### src/counter_pkg.sv
// Package with the register map, field layout and types of the 10-bit counter.
// Overview of operation
// The 3-bit clock source select picks port pin zero, taps 15, 12, 10, 8, 4, 1 or port pin three.
// Bit 3 of counter control A selects up counting, and the whole nibble resets to zero.
// Bits 3 and 2 of the high data nibble pick a count length of 10, 8, 6 or 4 bits.
// Writing one to bit 0 of counter control B loads the counter, and that bit reads as zero.
// Counter control B holds run in bit 3, event count in bit 2 and compare enable in bit 1, all reset to zero.
// Bit 1 of system control A selects full-width match interrupts, zero meaning limited width.
// The low data nibble writes preset bits 3 to 0 and reads live count bits 3 to 0.
// The middle data nibble writes preset bits 7 to 4 and reads shadow bits 7 to 4.
// High nibble bits 1 and 0 write preset bits 9 and 8 and read shadow bits 9 and 8.
// A load copies the preset into the counter, clears the load and compare enable, and raises no interrupt.
// Reading the low data nibble captures count bits 9 to 4 into the shadow.
// The terminal interrupt fires when a down count reaches zero or an up count reaches all ones of the length.
// Changing the count direction inverts every bit of the counter.
// Global interrupt enable, sleep request and the factory test bit are plain storage driven out.
package counter_pkg;

  localparam logic [11:0] OFS_COUNTER_CONTROL_A = 12'h000;
  localparam logic [11:0] OFS_COUNTER_CONTROL_B = 12'h004;
  localparam logic [11:0] OFS_SYSTEM_CONTROL_A  = 12'h008;
  localparam logic [11:0] OFS_COUNTER_DATA_LOW  = 12'h00C;
  localparam logic [11:0] OFS_COUNTER_DATA_MID  = 12'h010;
  localparam logic [11:0] OFS_COUNTER_DATA_HIGH = 12'h014;
  localparam logic [11:0] OFS_IRQ_STATUS        = 12'h018;
  localparam logic [11:0] OFS_IRQ_MASK          = 12'h01C;

  localparam int BIT_DIRECTION   = 3;
  localparam int BIT_RUN         = 3;
  localparam int BIT_EVENT_COUNT = 2;
  localparam int BIT_COMPARE     = 1;
  localparam int BIT_LOAD        = 0;
  localparam int BIT_IRQ_ENABLE  = 3;
  localparam int BIT_SLEEP       = 2;
  localparam int BIT_FULL_MATCH  = 1;
  localparam int BIT_TEST        = 0;
  localparam int BIT_IRQ_TERM    = 0;
  localparam int BIT_IRQ_MATCH   = 1;

  localparam logic [3:0] RESET_NIBBLE = 4'h0;
  localparam logic [9:0] RESET_COUNT  = 10'h000;
  localparam logic [1:0] RESET_IRQ    = 2'h0;

  typedef struct packed {
    logic       up;
    logic [2:0] clock_source_select;
  } counter_control_a_t;

  typedef struct packed {
    logic run;
    logic event_count_enable;
    logic compare_enable;
  } counter_control_b_t;

  typedef struct packed {
    logic global_irq_enable;
    logic sleep_request;
    logic full_width_match_irq;
    logic factory_test_bit;
  } system_control_a_t;

  typedef enum logic [1:0] {
    LEN_10, LEN_8, LEN_6, LEN_4
  } length_select_t;

endpackage : counter_pkg

### src/counter_regs.sv
// Register front end and core of the 10-bit up/down counter.
//
// Decided for this implementation: the register addresses and the APB register port.
`timescale 1ns/10ps
`default_nettype none
module counter_regs
  import counter_pkg::*;
(
  // Clock and reset.
  input  wire logic        clk,
  input  wire logic        resetn,
  // APB slave.
  input  wire logic        psel,
  input  wire logic        penable,
  input  wire logic        pwrite,
  input  wire logic [11:0] paddr,
  input  wire logic [31:0] pwdata,
  output logic             pready,
  output logic [31:0]      prdata,
  output logic             pslverr,
  // Clock sources.
  input  wire logic [15:0] prescaler_tap,
  input  wire logic        port_pin_zero,
  input  wire logic        port_pin_three,
  // Events and system control outputs.
  output logic             terminal_irq,
  output logic             match_irq,
  output logic             irq,
  output logic             global_irq_enable,
  output logic             sleep_request,
  output logic             factory_test_bit
);

  counter_control_a_t ctl_a;
  counter_control_b_t ctl_b;
  system_control_a_t  sys_a;
  length_select_t     length_select;
  logic [9:0]         preset_value;
  logic [9:0]         count;
  logic [5:0]         count_shadow;
  logic [1:0]         irq_status;
  logic [1:0]         irq_mask;
  logic               src_q;
  logic               load_pending;
  logic               src;
  logic               tick;
  logic               wr;
  logic               rd;
  logic               term_hit;
  logic               match_hit;
  logic [9:0]         next_count;
  logic [31:0]        next_prdata;

  // Mask of the counting bits for the chosen length.
  function automatic logic [9:0] len_mask(input length_select_t l);
    case (l)
      LEN_10:  len_mask = 10'h3FF;
      LEN_8:   len_mask = 10'h0FF;
      LEN_6:   len_mask = 10'h03F;
      default: len_mask = 10'h00F;
    endcase
  endfunction : len_mask

  function automatic logic [3:0] nib(input logic [31:0] d);
    nib = d[3:0];
  endfunction : nib

  assign wr = psel && !penable && pwrite;
  assign rd = psel && !penable && !pwrite;

  // Clock source multiplexer.
  always_comb begin
    case (ctl_a.clock_source_select)
      3'h0:    src = port_pin_zero;
      3'h1:    src = prescaler_tap[15];
      3'h2:    src = prescaler_tap[12];
      3'h3:    src = prescaler_tap[10];
      3'h4:    src = prescaler_tap[8];
      3'h5:    src = prescaler_tap[4];
      3'h6:    src = prescaler_tap[1];
      default: src = port_pin_three;
    endcase
  end

  always_ff @(posedge clk) begin
    if (!resetn) begin
      src_q <= 1'b0;
    end else begin
      src_q <= src;
    end
  end

  // A rising edge of the selected source advances the counter while running.
  assign tick = ctl_b.run && src && !src_q;

  always_comb begin
    next_count = count;
    if (ctl_a.up) begin
      next_count = (count & ~len_mask(length_select))
                 | ((count + 10'h001) & len_mask(length_select));
    end else begin
      next_count = (count & ~len_mask(length_select))
                 | ((count - 10'h001) & len_mask(length_select));
    end
  end

  // Terminal and match detection on the value reached by this tick.
  assign term_hit = tick && (ctl_a.up
    ? ((next_count & len_mask(length_select)) == len_mask(length_select))
    : ((next_count & len_mask(length_select)) == 10'h000));
  assign match_hit = tick && ctl_b.compare_enable &&
    (sys_a.full_width_match_irq ? (next_count == preset_value)
     : ((next_count & len_mask(length_select)) ==
        (preset_value & len_mask(length_select))));

  // Counter control A.
  always_ff @(posedge clk) begin
    if (!resetn) begin
      ctl_a <= counter_control_a_t'(RESET_NIBBLE);
    end else if (wr && paddr == OFS_COUNTER_CONTROL_A) begin
      ctl_a <= counter_control_a_t'(nib(pwdata));
    end
  end

  // Counter control B; a load always drops the compare enable.
  always_ff @(posedge clk) begin
    if (!resetn) begin
      ctl_b        <= counter_control_b_t'(3'h0);
      load_pending <= 1'b0;
    end else if (wr && paddr == OFS_COUNTER_CONTROL_B) begin
      ctl_b.run                <= pwdata[BIT_RUN];
      ctl_b.event_count_enable <= pwdata[BIT_EVENT_COUNT];
      ctl_b.compare_enable     <= pwdata[BIT_COMPARE] && !pwdata[BIT_LOAD];
      load_pending             <= pwdata[BIT_LOAD];
    end else begin
      load_pending <= 1'b0;
    end
  end

  // System control A.
  always_ff @(posedge clk) begin
    if (!resetn) begin
      sys_a <= system_control_a_t'(RESET_NIBBLE);
    end else if (wr && paddr == OFS_SYSTEM_CONTROL_A) begin
      sys_a <= system_control_a_t'(nib(pwdata));
    end
  end

  // Preset storage and length select.
  always_ff @(posedge clk) begin
    if (!resetn) begin
      preset_value  <= RESET_COUNT;
      length_select <= LEN_10;
    end else if (wr && paddr == OFS_COUNTER_DATA_LOW) begin
      preset_value[3:0] <= pwdata[3:0];
    end else if (wr && paddr == OFS_COUNTER_DATA_MID) begin
      preset_value[7:4] <= pwdata[3:0];
    end else if (wr && paddr == OFS_COUNTER_DATA_HIGH) begin
      preset_value[9:8] <= pwdata[1:0];
      length_select     <= length_select_t'(pwdata[3:2]);
    end
  end

  // Counter: load, direction flip, count.
  always_ff @(posedge clk) begin
    if (!resetn) begin
      count <= RESET_COUNT;
    end else if (load_pending) begin
      count <= preset_value;
    end else if (wr && paddr == OFS_COUNTER_CONTROL_A &&
                 pwdata[BIT_DIRECTION] != ctl_a.up) begin
      count <= ~count;
    end else if (tick) begin
      count <= next_count;
    end
  end

  // Shadow capture on a read of the low data nibble.
  always_ff @(posedge clk) begin
    if (!resetn) begin
      count_shadow <= 6'h00;
    end else if (rd && paddr == OFS_COUNTER_DATA_LOW) begin
      count_shadow <= count[9:4];
    end
  end

  // Sticky status; a set wins over the clear done by reading.
  always_ff @(posedge clk) begin
    if (!resetn) begin
      irq_status <= RESET_IRQ;
    end else begin
      irq_status[BIT_IRQ_TERM] <= term_hit || (irq_status[BIT_IRQ_TERM] &&
        !(rd && paddr == OFS_IRQ_STATUS));
      irq_status[BIT_IRQ_MATCH] <= match_hit || (irq_status[BIT_IRQ_MATCH] &&
        !(rd && paddr == OFS_IRQ_STATUS));
    end
  end

  always_ff @(posedge clk) begin
    if (!resetn) begin
      irq_mask <= RESET_IRQ;
    end else if (wr && paddr == OFS_IRQ_MASK) begin
      irq_mask <= pwdata[1:0];
    end
  end

  // Registered outputs.
  always_ff @(posedge clk) begin
    if (!resetn) begin
      terminal_irq      <= 1'b0;
      match_irq         <= 1'b0;
      irq               <= 1'b0;
      global_irq_enable <= 1'b0;
      sleep_request     <= 1'b0;
      factory_test_bit  <= 1'b0;
    end else begin
      terminal_irq      <= term_hit;
      match_irq         <= match_hit;
      irq               <= |(irq_status & irq_mask);
      global_irq_enable <= sys_a.global_irq_enable;
      sleep_request     <= sys_a.sleep_request;
      factory_test_bit  <= sys_a.factory_test_bit;
    end
  end

  // Read mux; load bit reads zero, unmapped addresses read zero with error.
  always_comb begin
    next_prdata = 32'h0000_0000;
    if (paddr == OFS_COUNTER_CONTROL_A) begin
      next_prdata[3:0] = ctl_a;
    end else if (paddr == OFS_COUNTER_CONTROL_B) begin
      next_prdata[3:0] = {ctl_b, 1'b0};
    end else if (paddr == OFS_SYSTEM_CONTROL_A) begin
      next_prdata[3:0] = sys_a;
    end else if (paddr == OFS_COUNTER_DATA_LOW) begin
      next_prdata[3:0] = count[3:0];
    end else if (paddr == OFS_COUNTER_DATA_MID) begin
      next_prdata[3:0] = count_shadow[3:0];
    end else if (paddr == OFS_COUNTER_DATA_HIGH) begin
      next_prdata[3:0] = {length_select, count_shadow[5:4]};
    end else if (paddr == OFS_IRQ_STATUS) begin
      next_prdata[1:0] = irq_status;
    end else if (paddr == OFS_IRQ_MASK) begin
      next_prdata[1:0] = irq_mask;
    end
  end

  // Answer one cycle after setup: pready in the first access cycle.
  always_ff @(posedge clk) begin
    if (!resetn) begin
      pready  <= 1'b0;
      prdata  <= 32'h0000_0000;
      pslverr <= 1'b0;
    end else begin
      pready  <= psel && !penable;
      prdata  <= next_prdata;
      pslverr <= psel && !penable && (paddr[1:0] != 2'h0 ||
                 paddr > OFS_IRQ_MASK);
    end
  end

  AST_LOAD_COPIES: assert property (@(posedge clk) disable iff (!resetn)
    load_pending |=> count == $past(preset_value))
    else $error("Load did not copy the preset.");
  AST_LOAD_SELF_CLEARS: assert property (@(posedge clk) disable iff (!resetn)
    load_pending |=> !load_pending && !ctl_b.compare_enable)
    else $error("Load bit or compare enable stayed set.");
  AST_DIR_INVERTS: assert property (@(posedge clk) disable iff (!resetn)
    $changed(ctl_a.up) && !$past(load_pending) |-> count == ~$past(count))

    else $error("Direction change did not invert the count.");
  AST_SHADOW: assert property (@(posedge clk) disable iff (!resetn)
    rd && paddr == OFS_COUNTER_DATA_LOW |=> count_shadow == $past(count[9:4]))

    else $error("Shadow not captured.");
  AST_LOAD_READS_ZERO: assert property (@(posedge clk) disable iff (!resetn)
    rd && paddr == OFS_COUNTER_CONTROL_B |=> prdata[BIT_LOAD] == 1'b0)
    else $error("Load bit read back as one.");
  AST_STOPPED_HOLDS: assert property (@(posedge clk) disable iff (!resetn)
    !ctl_b.run && !load_pending && !wr |=> count == $past(count))
    else $error("Counter moved while stopped.");
  AST_NO_MATCH_OFF: assert property (@(posedge clk) disable iff (!resetn)
    !ctl_b.compare_enable |=> !match_irq)
    else $error("Match raised with compare disabled.");
  AST_TERM_STICKY: assert property (@(posedge clk) disable iff (!resetn)
    term_hit |=> irq_status[BIT_IRQ_TERM] ##0 terminal_irq)
    else $error("Terminal event not recorded.");

endmodule : counter_regs
`default_nettype wire

### config.mk
export PLATFORM = sky130hd
export DESIGN_NAME = counter_regs
export DESIGN_NICKNAME = d
export VERILOG_FILES = /design/src/counter_pkg.sv /design/src/counter_regs.sv
export SDC_FILE = /design/constraint.sdc
export NUM_CORES = 1
export LEC_CHECK = 0
export BUFFER_PORTS_ARGS = -buffer_cell sky130_fd_sc_hd__buf_2
export CAP_MARGIN = 10
export CORE_MARGIN = 2
export CORE_UTILIZATION = 45
export DETAILED_ROUTE_END_ITERATION = 16
export GPL_ROUTABILITY_DRIVEN = 0
export PLACE_DENSITY = 0.73
export SETUP_SLACK_MARGIN = 0.1
export SLEW_MARGIN = 20
export SYNTH_ARGS = -nofsm -noshare
export SYNTH_HDL_FRONTEND = slang
export SYNTH_SLANG_ARGS = --single-unit
### constraint.sdc
create_clock -name clk -period 2.3 [get_ports clk]
set_input_delay 0.23 -clock clk [delete_from_list [all_inputs] [get_ports clk]]
set_output_delay 0.23 -clock clk [all_outputs]
set_load 0.1 [all_outputs]
### Word-level counts from Yosys, hierarchy flattened

Index checks and enable logic that the tools add are counted.
Widths: inputs -> output; s select.

* output and inout port bits: 40
* bits in registers: 85
* logic and storage cells: 124
* input port bits: 67

* equal/unequal tests: 19
* add/sub/neg operators: 2
* bitwise operators: 14
* reductions and logical operators: 40
* order comparisons: 1
* muxes and demuxes: 19

Operators with widths (count)
* $and 10x10->10: 6
* $mux 10: 6
* $eq 12x5->1 const B: 4
* $eq 10x10->1: 3
* $not 10->10: 3
* $pmux 10 s3: 1
* $eq 12x4->1 const B: 2
* $logic_and 1x1->1: 22
* $mux 4: 5
* $or 10x10->10: 2
* $eq 12x3->1 const B: 1
* $gt 12x5->1 const B: 1
* $logic_not 12->1: 1
* $add 10x1->10 const B: 1
* $logic_not 10->1: 1
* $sub 10x1->10 const B: 1
* $eq 3x3->1 const B: 3
* $mux 2: 4
* $pmux 1 s7: 1
* $eq 3x2->1 const B: 2
* $logic_not 1->1: 5
* $reduce_and 2->1: 2
* $eq 3x1->1 const B: 1
* $logic_not 3->1: 1
* 12 further kinds: 16

### Depth between registers and ports, before layout

* depth after elaboration: 12
* gate-level depth with buffers: 10

### Worst setup path after synthesis

OpenSTA, ideal clock, no wires.

* kind: reg2reg
* start point: reg count[0]
* end point: reg irq_status[1]
* setup time: 116 ps
* cell stages (with the launch flop): 11
* path buffers: 1
* arrival: 2249 ps
* data required time: 2184 ps
* path slack: -65 ps
* cell sequence: dfxtp_1 clkbuf_1 inv_1 ha_1 or3b_1 o32a_1 nor2_1 xnor3_1 a21oi_1 nor4_1 a31o_2

* word-level cells in the longest chain between the ends: 9
* elaborated cells on any way between the ends: 15
* those cells by class: 2 x add/sub; 2 x eq/ne; 2 x mux; 7 x bitwise; 2 x reduce/logical

RTL lines
* start, declared: line counter_regs.sv:39 `logic [9:0] count;`
* start signal, assigned: line counter_regs.sv:169 `count <= preset_value;`
* start signal, assigned: line counter_regs.sv:172 `count <= ~count;`
* start signal, assigned: line counter_regs.sv:174 `count <= next_count;`
* $sub 10x1->10 / $add 10x1->10 (equally long branches): line counter_regs.sv:103, counter_regs.sv:100
* $and 10x10->10, on equally long branches: line counter_regs.sv:103, counter_regs.sv:100
* $or 10x10->10, on equally long branches: line counter_regs.sv:103, counter_regs.sv:100
* $mux 10 (*): line counter_regs.sv:98 `if (ctl_a.up) begin`
* $and 10x10->10: line counter_regs.sv:113 `: ((next_count & len_mask(length_select)) ==`
* $eq 10x10->1: line counter_regs.sv:113
* $mux 1 (*): line counter_regs.sv:112 `(sys_a.full_width_match_irq ? (next_count == preset_value)`
* $logic_and 1x1->1 (*): line counter_regs.sv:111 `assign match_hit = tick && ctl_b.compare_enable &&`
* $logic_or 1x1->1 (*): line counter_regs.sv:194 `irq_status[BIT_IRQ_MATCH] <= match_hit || (irq_status[BIT_IRQ_MATCH] &&`
* end signal, assigned by index: line counter_regs.sv:192 `irq_status[BIT_IRQ_TERM] <= term_hit || (irq_status[BIT_IRQ_TERM] &&`
* end signal, assigned by index: line counter_regs.sv:194
* end, declared: line counter_regs.sv:41 `logic [1:0] irq_status;`

Mark *: on every way between the ends. The rest lies on a longest branch, timed or not.
A chain may end at the register's enable or synchronous reset.

### Final worst setup path

* start point: reg count[0]
* end point: reg irq_status[0]

* word-level cells in the longest chain between the ends: 9
* elaborated cells on any way between the ends: 15
* those cells by class: 2 x add/sub; 1 x eq/ne; 2 x mux; 7 x bitwise; 3 x reduce/logical

RTL lines
* $sub 10x1->10 / $add 10x1->10 (equally long branches): line counter_regs.sv:103, counter_regs.sv:100
* $and 10x10->10, on equally long branches: line counter_regs.sv:103, counter_regs.sv:100
* $or 10x10->10, on equally long branches: line counter_regs.sv:103, counter_regs.sv:100
* $mux 10 (*): line counter_regs.sv:98
* $and 10x10->10 (*): line counter_regs.sv:109, counter_regs.sv:110
* $eq 10x10->1 / $logic_not 10->1 (equally long branches): line counter_regs.sv:109, counter_regs.sv:110
* $mux 1 (*): line counter_regs.sv:109 `? ((next_count & len_mask(length_select)) == len_mask(length_select))`
* $logic_and 1x1->1 (*): line counter_regs.sv:108 `assign term_hit = tick && (ctl_a.up`
* $logic_or 1x1->1 (*): line counter_regs.sv:192

Marked as above.

==> impl_metrics.yaml <==
worst_hold_path:
  min_to: "load_pending"
  hold_start: "pwdata[0]"
  hold_depth: 3
  hp-class: "primary input to register"
drt:
  wire_per_inst_microns: 15.6
  firstDrtPassIters: 4
  drt-total-wl_mm: 9.01
  via_per_inst: 5.39
  drcViolationCount: 0
  drt_iter0_drc: 167
  ant_nets: 0
  vias: 3111
logic_synthesis:
  synth_common_cells: "dfxtp_1, mux2i_1, nor2b_1"
  ys_warn_count: 0
  synthCells: 416
  ys.flop_type: "dfxtp_1"
  syn_area_per_cell_sq_um: 8.48
  synth-seq-cells: 57
  ys_seq_area_share_pct: 32.3
  synth_largest_area_cell: "dfxtp_1"
  synth_area_sq_um: 3530
  ys_async_sr_fraction_pct: 0
  synth_edf_count: 0
  synth_cell_type_count: 54
  ys_top_cells_by_area: "dfxtp_1, mux2i_1, buf_4"
  synth_top_area_share_pct: 32.3
  synth.most_common_cell: "dfxtp_1"
floorplanning:
  die_h_microns: 92.6
  rows: 32
  ios: 107
  core_area_sq_um: 7650
  die_w_microns: 92.6
  dieArea_sq_um: 8570
  start_util_pct: 46.1
grt:
  grt_busiest_layer: "met2"
  groute.layer.met2.usage_pct: 35.2
  track_usage_pct: 22.2
  antenna_found_initial: 0
  use_met1_pct: 28.9
  grt_pass1_wl_mm: 14.6
  grt_overflow: 0
  grt_use_met3_pct: 3.91
  first_global_vias: 2953
  grt_max_degree: 43
cells_and_area:
  stdcell_count: 577
  antennaDiodeCount: 0
  utilization_pct: 54.2
  drive_above_1_share_pct: 22.3
  syn2layout_area_growth_pct: 17.6
  final_nets: 539
  stdcell_area_sq_um: 4150
clock_network:
  cts.sinks: 57
  cts_root_buf: "clkbuf_8"
  insertion_delay_ns: 0.35
  clk_path_buf_depth: 2
  cts_buffers: 9
  cts_htree_levels: 3
  path_clk_slew_ns: 0.07
  cts_tree: "built"
power_and_ir_drop:
  pwr-share-seq_pct: 44.3
  max-vdd-ir-drop_uv: 301
  powerDensity_nw_per_um2: 537
  p_int_w: 0.00153
  p_leak_nw: 1.82
  switching_share_pct: 31.4
  comb_power_share_pct: 14.0
  clkPwrFrac_pct: 41.7
  switching_power_w: 0.000699
worst_setup_path:
  r2r_cells: 7
  end_kind: "register"
  r2r-end: "irq_status[0]"
  crit_chain: "or4_4 > nor4_4 > a31oi_2 > xnor2_1 > o2111ai_2 > or3_1 > nand4b_1"
  slowest_delay_ns: 0.59
  arrival_ns: 2.56
  worst-path-max-fanout: 5
  path_class: "register to register"
  start_kind: "register"
  r2r-start: "count[0]"
  regToRegSetupSlack_ns: 0.03
  slowest_stage: "or4_4"
  required_ns: 2.58
sta:
  finalMaxSlewViolations: 0
  fmax_mhz: 440
  rsz0062_at_grt: "yes"
  setup_violations: 0
  hold_viol: 0
  clock_skew_ns: 0.0101
  tightestPinTransition_ns: 0.561
  slew_headroom_pct: 62.6
  post-route-min-period_ns: 2.27
  hold_slack_ns: 0.192
  post-route-period-util_pct: 98.8
outcome:
  outcome: "finished clean"
run:
  cap_violations: 0
placement:
  hpwl_mm: 6.50
  placed_area_sq_um: 3840
  port_buffers: 40
  placed_cells: 556
==> worst max-delay path by stage <==
stage	startpoint	end	slack (ns)
6_report	count[0]	irq_status[0]	0.03
5_1_grt	count[0]	irq_status[0]	-0.07
4_1_cts	count[0]	irq_status[1]	0.08
3_5_place_dp	count[0]	match_irq	-0.002
3_3_place_gp	count[0]	match_irq	0.003
2_1_floorplan	count[0]	irq_status[1]	0.06
==> cell families after synthesis <==
family	count (synthesis)	share of synthesized area, %
AND/OR/NAND/NOR	161	24.9
AO/OA/AOI/OAI	69	13.3
flip-flops	57	32.3
buffers and inverters	57	9.50
multiplexers	35	9.93
XOR/XNOR	34	9.22
adder cells (fa/ha/maj)	2	0.709
other	1	0.106
==> cells in the final DEF (no fill, tap or decap), drive strengths merged, types with 14 or more instances in the layout <==
cell type   n
nand3      23
nor2b      34
conb       28
nor2       18
dfxtp      57
o21ai      22
mux2i      35
buf        70
xnor2      21
nand2      32
and2       14
==> registers in the layout, indices dropped and copies added (netlist names), 2 cells and up <==
name           flops
irq_mask           2
count_shadow       6
preset_value      10
prdata             4
ctl_a              4
irq_status         2
length_select      2
sys_a              4
count             10
ctl_b              3
==> through the flow <==
step,setup TNS [ns],power [W],setup WS (ns)
after floorplan,0,0.00131,0.0644
after detailed placement,-0.00216,0.00132,-0.00216
after global routing,-0.156,0.00229,-0.0696
final,0,0.00223,0.0268
after CTS,0,0.00223,0.0846
after global placement,0,0.00132,0.00334
==> power by group through the flow <==
stage               Sequential (W)  Clock, W  Combinational, W
floorplan                  0.00102         0          0.000288
global placement           0.00101         0          0.000307
detailed placement         0.00101         0          0.000309
CTS                       0.000988  0.000935          0.000310
global route              0.000988  0.000980          0.000324
finish                    0.000988  0.000929          0.000312
==> metal layers <==
layer	share of wire, %	vias to the layer above
met4	2.6	0
met2	47	103
met3	6.1	23
met1	44	1477
li1	-	1508
met5	0	-
==> layout make-up <==
cell class	count	area, sq um
timing repair buffer	70	425
clock inverter	5	56.3
fill	705	3500
multi-input combinational	329	2250
inverter	3	13.8
tap	102	128
clock buffer	11	131
sequential	57	1150
==> critical path: cells and delay by family (launching register included) <==
kind / cells / cell delay [ns]
compound gates: 2 / 0.25
flops: 1 / 0.36
simple gates: 4 / 1.31
xor+xnor: 1 / 0.29
==> repair_timing <==
item | CTS | global route
gates cloned | 0 | 0
resized for setup | 11 | 5
setup endpoints to repair | 4 | 9
setup buffers | 3 | 2
pin swaps | 4 | 1
hold buffers | 0 | 0
(Power assumes the default switching activity.)
